--- config.mk ---
export PLATFORM = sky130hd
export DESIGN_NAME = supply_monitor_control
export DESIGN_NICKNAME = d
export VERILOG_FILES = /design/src/rtl/supply_monitor_pkg.sv /design/src/rtl/supply_monitor_control.sv
export VERILOG_INCLUDE_DIRS = /design/src /design/src/rtl
export SDC_FILE = /design/constraint.sdc
export NUM_CORES = 1
export LEC_CHECK = 0
export ABC_AREA = 1
export ABC_CLOCK_PERIOD_IN_PS = 2100
export BUFFER_PORTS_ARGS = -buffer_cell sky130_fd_sc_hd__buf_2
export CORE_ASPECT_RATIO = 2
export CORE_MARGIN = 2
export CORE_UTILIZATION = 35
export CTS_BUF_LIST = sky130_fd_sc_hd__clkbuf_8
export DETAILED_ROUTE_END_ITERATION = 16
export GPL_ROUTABILITY_DRIVEN = 0
export HOLD_SLACK_MARGIN = 0.1
export SYNTH_ARGS = -nofsm -noshare
export SYNTH_HDL_FRONTEND = slang
export SYNTH_SLANG_ARGS = --single-unit
--- constraint.sdc ---
create_clock -name clk_i -period 2.1 [get_ports clk_i]
set_input_delay 0.42 -clock clk_i [delete_from_list [all_inputs] [get_ports clk_i]]
set_output_delay 0.42 -clock clk_i [all_outputs]
set_load 0.01 [all_outputs]
--- src/rtl/supply_monitor_defs.svh ---
// offsets, field positions, reset values and timing constants of the supply monitor
`ifndef SUPPLY_MONITOR_DEFS_SVH
`define SUPPLY_MONITOR_DEFS_SVH
`define SM_ADDR_W            4
`define SM_OFF_CONTROL       4'h0
`define SM_OFF_IRQ_STATUS    4'h4
`define SM_OFF_IRQ_MASK      4'h8
`define SM_BIT_DIG_OK        7
`define SM_BIT_ANA_OK        6
`define SM_BIT_FLAG          5
`define SM_BIT_DSEL_HI       4
`define SM_BIT_DSEL_LO       3
`define SM_BIT_ASEL_HI       2
`define SM_BIT_ASEL_LO       1
`define SM_BIT_ENABLE        0
`define SM_CTRL_RESET        8'h00
`define SM_MASK_RESET        8'h00
`define SM_QUAL_TIME_MS      250
`define SM_CLK_HZ            40000000
`define SM_QUAL_CYCLES       ((`SM_CLK_HZ / 1000) * `SM_QUAL_TIME_MS)
`define SM_GLITCH_CYCLES     4
`define SM_IRQ_SET           0
`define SM_IRQ_CLEAR         1
`define SM_IRQ_COUNT         2
`endif

--- src/rtl/supply_monitor_pkg.sv ---
// types shared by the supply monitor design
package supply_monitor_pkg;
    typedef struct packed {
        logic [1:0] digital_threshold_sel;
        logic [1:0] analog_threshold_sel;
        logic       monitor_enable;
    } monitor_cfg_s;
    typedef enum logic [2:0] {
        ST_IDLE  = 3'b001,
        ST_LOW   = 3'b010,
        ST_QUAL  = 3'b100
    } monitor_state_e;
endpackage

--- src/rtl/supply_monitor_control.sv ---
// supply monitor control and status logic with a classic wishbone slave
//
// The placing of the registers and the Wishbone interface to the registers were decided locally.
`timescale 1ns/1ps
`default_nettype none
`include "supply_monitor_defs.svh"

// register map, byte offsets, data on the low lane
//   0x0 control:
//     7    digital rail ok, live, read only
//     6    analog rail ok, live, read only
//     5    low-supply flag, sticky
//     4:3  digital trip point select
//     2:1  analog trip point select
//     0    monitor enable
//   0x4 interrupt status, cleared by reading it:
//     0    flag rose
//     1    flag cleared after qualification
//   0x8 interrupt mask, same layout as status
//   other offsets read zero, writes dropped, still acked
//
// trip point codes for both select fields
//   00   4.63 v
//   01   3.08 v
//   10   2.93 v
//   11   2.63 v
//
// bus timing
//   request taken on an edge with cyc and stb high and ack low
//   ack and read data stand for the single following cycle
//   a write lands on the taking edge
//   ack drops even if the master keeps stb high
//
// flag timing
//   set after GLITCH_CYCLES consecutive low samples while enabled
//   shorter dips restart the filter and leave the flag alone
//   cleared after QUAL_CYCLES consecutive cycles with both rails high
//   any low sample during qualification restarts it
//   software may set the flag at any time
//   software clear lands only while both rails are high
//   a set in the same cycle beats any clear
//   disabling stops filter and qualification but keeps the flag
//
// flag state machine
//   idle: a qualified low moves to low
//   idle with the flag still set and both rails high moves to qual
//   low: waits for both rails high, then qual
//   qual: counts high cycles; any low goes back to low
//   qual: expiry clears the flag and returns to idle
//   disable from low or qual returns to idle
//
// interrupt output
//   high while a status bit and its mask bit are both set
//   reading status drops a bit unless a new event lands that cycle
//
// parameters
//   QUAL_CYCLES   clock cycles in the 250 ms qualification
//   GLITCH_CYCLES consecutive low samples before a dip counts
//   both may be shortened in simulation to keep runs brief
//
// limitations
//   comparator inputs are taken as already synchronous;
//   a free-running comparator needs a synchroniser outside
//   a flag set by software alone still waits a full qualification
//   all registers are synchronous to clk_i and cleared by rst_i, except the state, which loads ST_IDLE (3'b001)
//

module supply_monitor_control
    import supply_monitor_pkg::*;
#(
    parameter int unsigned QUAL_CYCLES   = `SM_QUAL_CYCLES,
    parameter int unsigned GLITCH_CYCLES = `SM_GLITCH_CYCLES
) (
    input  wire logic                   clk_i,
    input  wire logic                   rst_i,
    input  wire logic                   cyc_i,
    input  wire logic                   stb_i,
    input  wire logic                   we_i,
    input  wire logic [`SM_ADDR_W-1:0]  adr_i,
    input  wire logic [3:0]             sel_i,
    input  wire logic [31:0]            dat_i,
    output logic      [31:0]            dat_o,
    output logic                        ack_o,
    input  wire logic                   digital_rail_ok_i,
    input  wire logic                   analog_rail_ok_i,
    output logic      [1:0]             digital_threshold_sel_o,
    output logic      [1:0]             analog_threshold_sel_o,
    output logic                        monitor_enable_o,
    output logic                        low_supply_flag_o,
    output logic                        irq_o
);

    localparam int GW = $clog2(GLITCH_CYCLES + 1);
    localparam int QW = $clog2(QUAL_CYCLES + 1);

    monitor_cfg_s   cfg_q;

    monitor_state_e state_q;
    monitor_state_e state_d;

    logic           flag_q;
    logic           flag_d;

    logic [GW-1:0]  glitch_cnt_q;
    logic [GW-1:0]  glitch_cnt_d;

    logic [QW-1:0]  qual_cnt_q;
    logic [QW-1:0]  qual_cnt_d;

    logic [1:0]     irq_status_q;
    logic [1:0]     irq_mask_q;

    logic           ack_q;
    logic [31:0]    dat_q;
    logic [31:0]    rd_data;

    function automatic logic hit(input logic [`SM_ADDR_W-1:0] a,
                                 input logic [`SM_ADDR_W-1:0] off);
        return a == off;
    endfunction

    // bus decode
    wire req        = cyc_i & stb_i & ~ack_q;
    wire wr_lane0   = req & we_i & sel_i[0];
    wire hit_ctrl   = hit(adr_i, `SM_OFF_CONTROL);
    wire hit_stat   = hit(adr_i, `SM_OFF_IRQ_STATUS);
    wire hit_mask   = hit(adr_i, `SM_OFF_IRQ_MASK);
    wire wr_ctrl    = wr_lane0 & hit_ctrl;
    wire wr_mask    = wr_lane0 & hit_mask;
    wire rd_stat    = req & ~we_i & hit_stat;

    wire both_ok    = digital_rail_ok_i & analog_rail_ok_i;
    wire any_low    = ~both_ok;
    wire enabled    = cfg_q.monitor_enable;

    // a dip must persist this long before it counts as a real low supply
    wire low_qualified = (glitch_cnt_q == GW'(GLITCH_CYCLES));
    wire qual_done     = (qual_cnt_q == QW'(QUAL_CYCLES - 1));

    wire sw_flag_val   = dat_i[`SM_BIT_FLAG];
    wire sw_set        = wr_ctrl & sw_flag_val;
    wire sw_clear_ok   = wr_ctrl & ~sw_flag_val & both_ok;

    always_comb begin
        glitch_cnt_d = '0;
        if (enabled && any_low) begin
            if (low_qualified) begin
                glitch_cnt_d = glitch_cnt_q;
            end else begin
                glitch_cnt_d = glitch_cnt_q + GW'(1);
            end
        end
    end

    // flag state machine: idle, low seen, qualifying recovery
    always_comb begin
        state_d    = state_q;
        qual_cnt_d = '0;
        unique case (state_q)
            ST_IDLE: begin
                if (enabled && low_qualified) begin
                    state_d = ST_LOW;
                end else if (enabled && flag_q && both_ok) begin
                    state_d = ST_QUAL;
                end
            end
            ST_LOW: begin
                if (!enabled) begin
                    state_d = ST_IDLE;
                end else if (both_ok) begin
                    state_d = ST_QUAL;
                end
            end
            ST_QUAL: begin
                if (!enabled) begin
                    state_d = ST_IDLE;
                end else if (any_low) begin
                    state_d = ST_LOW;
                end else if (qual_done) begin
                    state_d = ST_IDLE;
                end else begin
                    qual_cnt_d = qual_cnt_q + QW'(1);
                end
            end
            default: state_d = ST_IDLE;
        endcase
    end

    wire hw_set   = enabled & low_qualified;
    wire hw_clear = (state_q == ST_QUAL) & enabled & both_ok & qual_done;

    // set wins over any clear in the same cycle
    always_comb begin
        flag_d = flag_q;
        if (hw_clear || sw_clear_ok) begin
            flag_d = 1'b0;
        end
        if (hw_set || sw_set) begin
            flag_d = 1'b1;
        end
    end

    // status bit 0: flag rose; bit 1: flag cleared by qualification
    wire flag_rise = flag_d & ~flag_q;
    wire [1:0] irq_evt;
    assign irq_evt[`SM_IRQ_SET]   = flag_rise;
    assign irq_evt[`SM_IRQ_CLEAR] = hw_clear & flag_q;

    wire [7:0] ctrl_view = {digital_rail_ok_i,
                            analog_rail_ok_i,
                            flag_q,
                            cfg_q.digital_threshold_sel,
                            cfg_q.analog_threshold_sel,
                            cfg_q.monitor_enable};

    wire [7:0] stat_view = {6'h00, irq_status_q};

    wire [7:0] mask_view = {6'h00, irq_mask_q};

    // unmapped offsets read as zero and are still acknowledged
    always_comb begin
        rd_data = 32'h00000000;
        if (hit_ctrl) begin
            rd_data = {24'h000000, ctrl_view};
        end
        if (hit_stat) begin
            rd_data = {24'h000000, stat_view};
        end
        if (hit_mask) begin
            rd_data = {24'h000000, mask_view};
        end
    end

    always_ff @(posedge clk_i) begin
        if (rst_i) begin
            cfg_q <= monitor_cfg_s'(`SM_CTRL_RESET);
        end else if (wr_ctrl) begin
            cfg_q.digital_threshold_sel <= dat_i[`SM_BIT_DSEL_HI:`SM_BIT_DSEL_LO];
            cfg_q.analog_threshold_sel  <= dat_i[`SM_BIT_ASEL_HI:`SM_BIT_ASEL_LO];
            cfg_q.monitor_enable        <= dat_i[`SM_BIT_ENABLE];
        end
    end

    always_ff @(posedge clk_i) begin
        if (rst_i) begin
            state_q <= ST_IDLE;
        end else begin
            state_q <= state_d;
        end
    end

    always_ff @(posedge clk_i) begin
        if (rst_i) begin
            flag_q <= 1'b0;
        end else begin
            flag_q <= flag_d;
        end
    end

    always_ff @(posedge clk_i) begin
        if (rst_i) begin
            glitch_cnt_q <= '0;
        end else begin
            glitch_cnt_q <= glitch_cnt_d;
        end
    end

    always_ff @(posedge clk_i) begin
        if (rst_i) begin
            qual_cnt_q <= '0;
        end else begin
            qual_cnt_q <= qual_cnt_d;
        end
    end

    // per-bit sticky status: an event in the cycle of the clearing read wins
    for (genvar gi = 0; gi < `SM_IRQ_COUNT; gi++) begin : g_irq_bit
        always_ff @(posedge clk_i) begin
            if (rst_i) begin
                irq_status_q[gi] <= 1'b0;
            end else if (irq_evt[gi]) begin
                irq_status_q[gi] <= 1'b1;
            end else if (rd_stat) begin
                irq_status_q[gi] <= 1'b0;
            end
        end
    end

    always_ff @(posedge clk_i) begin
        if (rst_i) begin
            irq_mask_q <= 2'(`SM_MASK_RESET);
        end else if (wr_mask) begin
            irq_mask_q <= dat_i[`SM_IRQ_COUNT-1:0];
        end
    end

    // one wait state: ack one cycle after the request, dropped the next
    always_ff @(posedge clk_i) begin
        if (rst_i) begin
            ack_q <= 1'b0;
        end else begin
            ack_q <= req;
        end
    end

    // read data is zero outside the acknowledge cycle
    always_ff @(posedge clk_i) begin
        if (rst_i) begin
            dat_q <= 32'h00000000;
        end else if (req && !we_i) begin
            dat_q <= rd_data;
        end else begin
            dat_q <= 32'h00000000;
        end
    end

    // bus side
    assign ack_o                   = ack_q;
    assign dat_o                   = dat_q;

    // configuration toward the comparators
    assign digital_threshold_sel_o = cfg_q.digital_threshold_sel;
    assign analog_threshold_sel_o  = cfg_q.analog_threshold_sel;
    assign monitor_enable_o        = cfg_q.monitor_enable;

    // flag and interrupt
    assign low_supply_flag_o       = flag_q;
    assign irq_o                   = |(irq_status_q & irq_mask_q);

endmodule // supply_monitor_control
`default_nettype wire

==> results of run 1 <==
power groups by stage:
stage          Combinational (uW)  Sequential (uW)  Clock (uW)
2_1_floorplan                88.8              958           0
6_report                     83.9              936         818
3_3_place_gp                 82.2              958           0
5_1_grt                      96.6              937         880
3_5_place_dp                 83.3              958           0
4_1_cts                      83.4              936         837
stage by stage:
step           instances  hold WS [ns]  instance area, um^2
2_1_floorplan        417         0.434                 2780
3_3_place_gp         520         0.437                 2880
3_5_place_dp         520         0.442                 2880
4_1_cts              528         0.315                 3020
5_1_grt              528         0.310                 3020
6_report             528         0.325                 3020
layout by cell type, fill, tap and decap left out, drive strengths merged, types with 3 or more instances in the layout:
cell	count
a21oi	25
buf	36
clkbuf	5
conb	24
dfxtp	49
ha	3
inv	63
nand2	89
nand3	22
nand3b	6
nand4	13
nor2	59
nor3	9
o21ai	16
or2	3
layout make-up:
type / count / area share (%)
Multi-Input combinational cell: 279 / 45.1
Tap cell: 94 / 3.90
Sequential cell: 49 / 32.5
Clock buffer: 5 / 2.28
Inverter: 62 / 7.71
Timing Repair Buffer: 36 / 6.22
Clock inverter: 3 / 2.28
per-layer routing:
layer	wire [um]	up-vias	GRT usage (%)
met5	0	-	0
met4	478	0	13.3
met3	228	26	2.19
met2	3550	73	31.4
met1	2150	1104	14.6
li1	-	1273	-
critical path, stage by stage, from the launching register on:
cell,delay [ns]
dfxtp_1,0.44
ha_1,0.22
nand2_2,0.10
nor2_8,0.14
inv_2,0.05
nor2_1,0.09
nand3_1,0.10
nand2_2,0.19
buf_4,0.22
a21oi_1,0.05
state kept, by name, indices dropped and copies added, names as in the netlist:
name / count
ack_o: 1
glitch_cnt_q: 3
low_supply_flag_o: 1
monitor_enable_o: 1
state_q: 3
irq_status_q: 2
dat_o: 8
analog_threshold_sel_o: 2
digital_threshold_sel_o: 2
qual_cnt_q: 24
irq_mask_q: 2
worst max-delay path by stage:
stage / startpoint / cells past startpoint / endpoint
after global placement: qual_cnt_q[0]$_SDFF_PP0_ / 9 / qual_cnt_q[11]$_SDFF_PP0_
after CTS: qual_cnt_q[0]$_SDFF_PP0_ / 9 / qual_cnt_q[20]$_SDFF_PP0_
after floorplan: qual_cnt_q[0]$_SDFF_PP0_ / 9 / qual_cnt_q[17]$_SDFF_PP0_
after global routing: qual_cnt_q[0]$_SDFF_PP0_ / 9 / qual_cnt_q[19]$_SDFF_PP0_
after detailed placement: qual_cnt_q[0]$_SDFF_PP0_ / 9 / qual_cnt_q[21]$_SDFF_PP0_
final: qual_cnt_q[0]$_SDFF_PP0_ / 9 / qual_cnt_q[20]$_SDFF_PP0_
cell families after synthesis:
kind of cell	count (synthesis)	synth area share, %
buffers and inverters	89	16.3
xor gates and xnor gates	4	1.30
other	1	0.139
adders and majority gates	3	1.39
and+or+nand+nor	204	36.0
AOI/OAI and AO/OA	44	8.54
DFF	49	36.4
==> results.txt, run 1 <==
CTS clk-pin slew, worst paths: 0.10 ns
Crit Path Category: reg2reg
FF+latch count, synth: 49
Initial core utilization: 35.7%
Multi-input gate area: 0.00136 mm^2
Register area share after synthesis: 36.4%
Antenna diodes: 0
Asr flop ratio synth: 0%
Most common cell in the synthesized netlist: nand2_1
Antenna viol nets, final: 0
Startpoint Class: flop
Post-synth top cells: nand2_1, inv_1, nor2_1
# setup viols final: 0
Clk sinks: 49
Biggest area consumer among synthesized cells: dfxtp_1
Post-synth EDFFs: 0
Setup tns final: 0 ns
CTS H-tree lvls: 2
RSZ-0062 raised after global routing: false
VDD IR max: 0.367 mV
Max Root-Sink Buffers: 2
Root buf cell: clkbuf_8
Main synth FF type: dfxtp_1
Net Sw Power: 400 uW
Gate Count Post-Synth: 394
Max-Cap Viols: 0
Global-route wire length before repair: 10.7 mm
Total detailed-routing wirelength: 6.40 mm
Pleak: 0.00127 uW
PortBufs: 33
Status: completed
Critical Path RT: 2.30 ns
Clock Latency Late Sink: 0.31 ns
Die H: 128 um
Hold Fails Final Rpt: 0
Initial antenna violation count: 0
Largest net degree at the start of global routing: 17
Post-synth cell types: 32
Drt first-iter violations: 126
DRC Markers: 0
Hold Crit Endpoint: dat_o[7]$_SDFF_PP0_
Period utilization: 81.6%
Yosys warns: 0
Clock power share: 44.5%
Top cells by area, synth: dfxtp_1, nand2_1, inv_1
Die W: 66.1 um
Clk_skew: 0.0107 ns
Synth Area per Inst: 6.84 um^2
# IOs: 87
Register-to-Register Path Depth: 9
Worst Hold Class: in2reg
Via Count: 2,476
CTS Buf Count: 5
P&R area growth vs syn: 12.0%
Die ar.: 0.00846 mm^2
Hold path depth: 3
Crit Path Max Fanout: 9
First-pass DRT Iterations: 4
Post-CTS Hold Fix Bufs: 0
Worst R2R End: qual_cnt_q[20]$_SDFF_PP0_
Post-CTS sizing: 0
Cell-internal power: 1440 uW
Synthesized area: 0.00270 mm^2
Final HPWL DP: 5.20 mm
Total power: 1840 uW
Vias in the first global route: 2,428
Layout cells sized above 1: 15.0%
Worst slack, placed: 0.395 ns
Cell Pwr Density: 609 mW/mm^2
Rows: 45
TritonCTS clock tree: built
Total Routing Usage GR: 16.5%
Max Slew Vio Count: 0
Grt total ovfl: 0
Fill cells: 854
Hold Path Origin: digital_rail_ok_i
Storage element area: 981 um^2
Vias per std cell: 4.69
Post-synth top area share: 36.4%
Sw Share: 21.8%
Net count reported at finish: 483
RR Startpoint: qual_cnt_q[0]$_SDFF_PP0_
Core ar.: 0.00754 mm^2
Slack of the worst reg-to-reg path: 0.39 ns
Final Core Density: 40.0%
Max Fclk: 583 MHz
Tmin final: 1.71 ns
Setup WS post-layout: 0.385 ns
Flop pwr share: 50.9%
Setup Buffers After CTS: 0
Crit end category: flop
Comb power frac: 4.6%
Critical path arrival: 1.91 ns
WL per Instance: 12.1 um
Power figures use the tool's default switching activity.
==> run 2: changes to the inputs <==
Settings changed: ABC_CLOCK_PERIOD_IN_PS 2100 to 1500.
Clock period 2.1 ns to 1.5 ns, I/O delays scaled along.
==> run 2 against run 1 <==
  * Global-route usage is 0.37 points lower
  * Register-to-register slack got worse by 0.38 ns
  * Critical path depth unchanged
  * First-iteration DRC count increased by 6.3%
  * Sequential cell count unchanged
  * Largest cell class unchanged
  * Total power rose by 23%
  * Via count is 4.2% higher
  * Critical endpoint is now qual_cnt_q[11]$_SDFF_PP0_
  * Hold slack worse by 0.13 ns
  * Clock power increased by 0.7%
==> results.txt, run 2 (synthesized netlist as in run 1, its figures left out) <==
Grt total ovfl: 0 (unchanged)
CTS H-tree lvls: 2 (unchanged)
CTS clk-pin slew, worst paths: 0.10 ns (about the same)
Setup WS post-layout: 0.00586 ns (was 0.385 ns)
Layout cells sized above 1: 23.6% (was 15.0%)
Top reg by flops: qual_cnt_q (unchanged)
Crit end category: flop (unchanged)
Delay of the slowest cell on the worst path: 0.37 ns (was 0.44 ns)
DRC Markers: 0 (unchanged)
Critical Path RT: 1.71 ns (was 2.30 ns)
Crit Path Max Fanout: 7 (was 9)
Critical path arrival: 1.70 ns (was 1.91 ns)
Net count reported at finish: 498 (was 483)
Clock Latency Late Sink: 0.32 ns (was 0.31 ns)
Fill cells: 803 (was 854)
Max-Cap Viols: 0 (unchanged)
Largest net degree at the start of global routing: 17 (unchanged)
Worst Hold Class: in2reg (unchanged)
Max Slew Vio Count: 0 (unchanged)
Cell area after layout: 0.00327 mm^2 (was 0.00302 mm^2)
# IOs: 87 (unchanged)
Root buf cell: clkbuf_8 (unchanged)
Pleak: 0.00144 uW (was 0.00127 uW)
PortBufs: 33 (unchanged)
Period utilization: 99.6% (was 81.6%)
Initial antenna violation count: 0 (unchanged)
Max Fclk: 669 MHz (was 583 MHz)
Core ar.: 0.00754 mm^2 (unchanged)
Total detailed-routing wirelength: 6.74 mm (was 6.40 mm)
First-pass DRT Iterations: 4 (unchanged)
Hold Fails Final Rpt: 0 (unchanged)
Global-route wire length before repair: 10.4 mm (was 10.7 mm)
CTS Buf Count: 5 (unchanged)
CP bufs+invs: 2 (unchanged)
Max Root-Sink Buffers: 2 (unchanged)
CP Cell Sequence: ha_4 -> nand2_4 -> nor2_8 -> inv_2 -> nor2_2 -> nand3_2 -> nand2_4 -> clkbuf_16 -> a21oi_1 (was ha_1 -> nand2_2 -> nor2_8 -> inv_2 -> nor2_1 -> nand3_1 -> nand2_2 -> buf_4 -> a21oi_1)
Total Routing Usage GR: 16.2% (was 16.5%)
Total power: 2260 uW (was 1840 uW)
Hold slack: 0.195 ns (was 0.325 ns)
Via Count: 2,579 (was 2,476)
WL per Instance: 12.4 um (was 12.1 um)
Antenna diodes: 0 (unchanged)
Clk_skew: 0.0121 ns (was 0.0107 ns)
Final HPWL DP: 5.33 mm (was 5.20 mm)
TritonCTS clock tree: built (unchanged)
Rows: 45 (unchanged)
Vias in the first global route: 2,293 (was 2,428)
Setup tns final: 0 ns (unchanged)
Die H: 128 um (unchanged)
VDD IR max: 0.634 mV (was 0.367 mV)
Vias per std cell: 4.75 (was 4.69)
Top cell by count, worst path: nand2_4 (was nand2_2)
Status: completed (unchanged)
CP max stage cell: dfxtp_2 (was dfxtp_1)
Tmin final: 1.49 ns (was 1.71 ns)
Startpoint Class: flop (unchanged)
Antenna viol nets, final: 0 (unchanged)
Initial core utilization: 35.7% (unchanged)
Worst slack, placed: 0.00929 ns (was 0.395 ns)
Die W: 66.1 um (unchanged)
RSZ-0062 raised after global routing: true (was false)
Largest register FFs: 24 (unchanged)
Post-CTS Hold Fix Bufs: 0 (unchanged)
Clk sinks: 49 (unchanged)
Most frequent cells in the layout: nand2_1, inv_1, nor2_1 (unchanged)
Crit Path Category: reg2reg (unchanged)
Cell Pwr Density: 691 mW/mm^2 (was 609 mW/mm^2)
Die ar.: 0.00846 mm^2 (unchanged)
Placed inst area: 0.00298 mm^2 (was 0.00288 mm^2)
Most common cell after layout, fill and taps aside: nand2_1 (unchanged)
# setup viols final: 0 (unchanged)
P&R area growth vs syn: 21.2% (was 12.0%)
Drt first-iter violations: 134 (was 126)
Delay-heaviest family, CP: simple AND/OR/NAND/NOR gates (unchanged)
-- run 2: where the power goes --
part / switching [uW] / internal [uW] / total (uW) / leakage, uW
Combinational: 81.7 / 39.9 / 122 / 0.000994
Sequential: 3.88 / 1310 / 1310 / 0.000397
Clock: 492 / 332 / 824 / 0.0000445
-- run 2: final cells by class --
class                   count  area, um^2  share of cell area [%]
clock buffers               5        68.8                    2.11
clock inverters             3        21.3                   0.651
inverters                  62         235                    7.20
multi-input cells         279        1500                    45.9
flip-flops and latches     49         986                    30.2
well taps                  94         118                    3.60
repair buffers             51         338                    10.3
-- run 2: path summary, 6_finish.rpt --
check	start	to	slack (ns)	cells after the start
max	qual_cnt_q[1]$_SDFF_PP0_	qual_cnt_q[11]$_SDFF_PP0_	0.006	9
max reg2reg	qual_cnt_q[1]$_SDFF_PP0_	qual_cnt_q[11]$_SDFF_PP0_	0.006	9
min reg2reg	digital_threshold_sel_o[1]$_SDFFE_PP0N_	dat_o[4]$_SDFF_PP0_	0.46	2
min	digital_rail_ok_i	dat_o[7]$_SDFF_PP0_	0.19	3
-- run 2: layer usage --
layer | share of wire, % | global-route usage (%) | up-vias
met1 | 33 | 14.7 | 1174
li1 | - | - | 1310
met3 | 3.2 | 2.46 | 26
met4 | 5.7 | 9.24 | 0
met5 | 0 | 0 | -
met2 | 58 | 32.0 | 69
-- run 2: stage by stage --
stage                     util [%]  cells
after floorplan                  -    417
after global placement        39.5    531
after detailed placement      39.5    531
after CTS                     40.8    540
after global routing          43.3    543
final                         43.3    543
-- run 2: tightest hold or removal path: stages --
cell and delay, ns:
buf_2 0.10, inv_1 0.04, nor2_1 0.03
-- run 2: timing repair --
action                     in CTS  in global routing
setup endpoints to repair       7                 29
cloned                          0                  1
pin swaps                       0                 10
buffers inserted                1                  2
resized for setup               1                 39
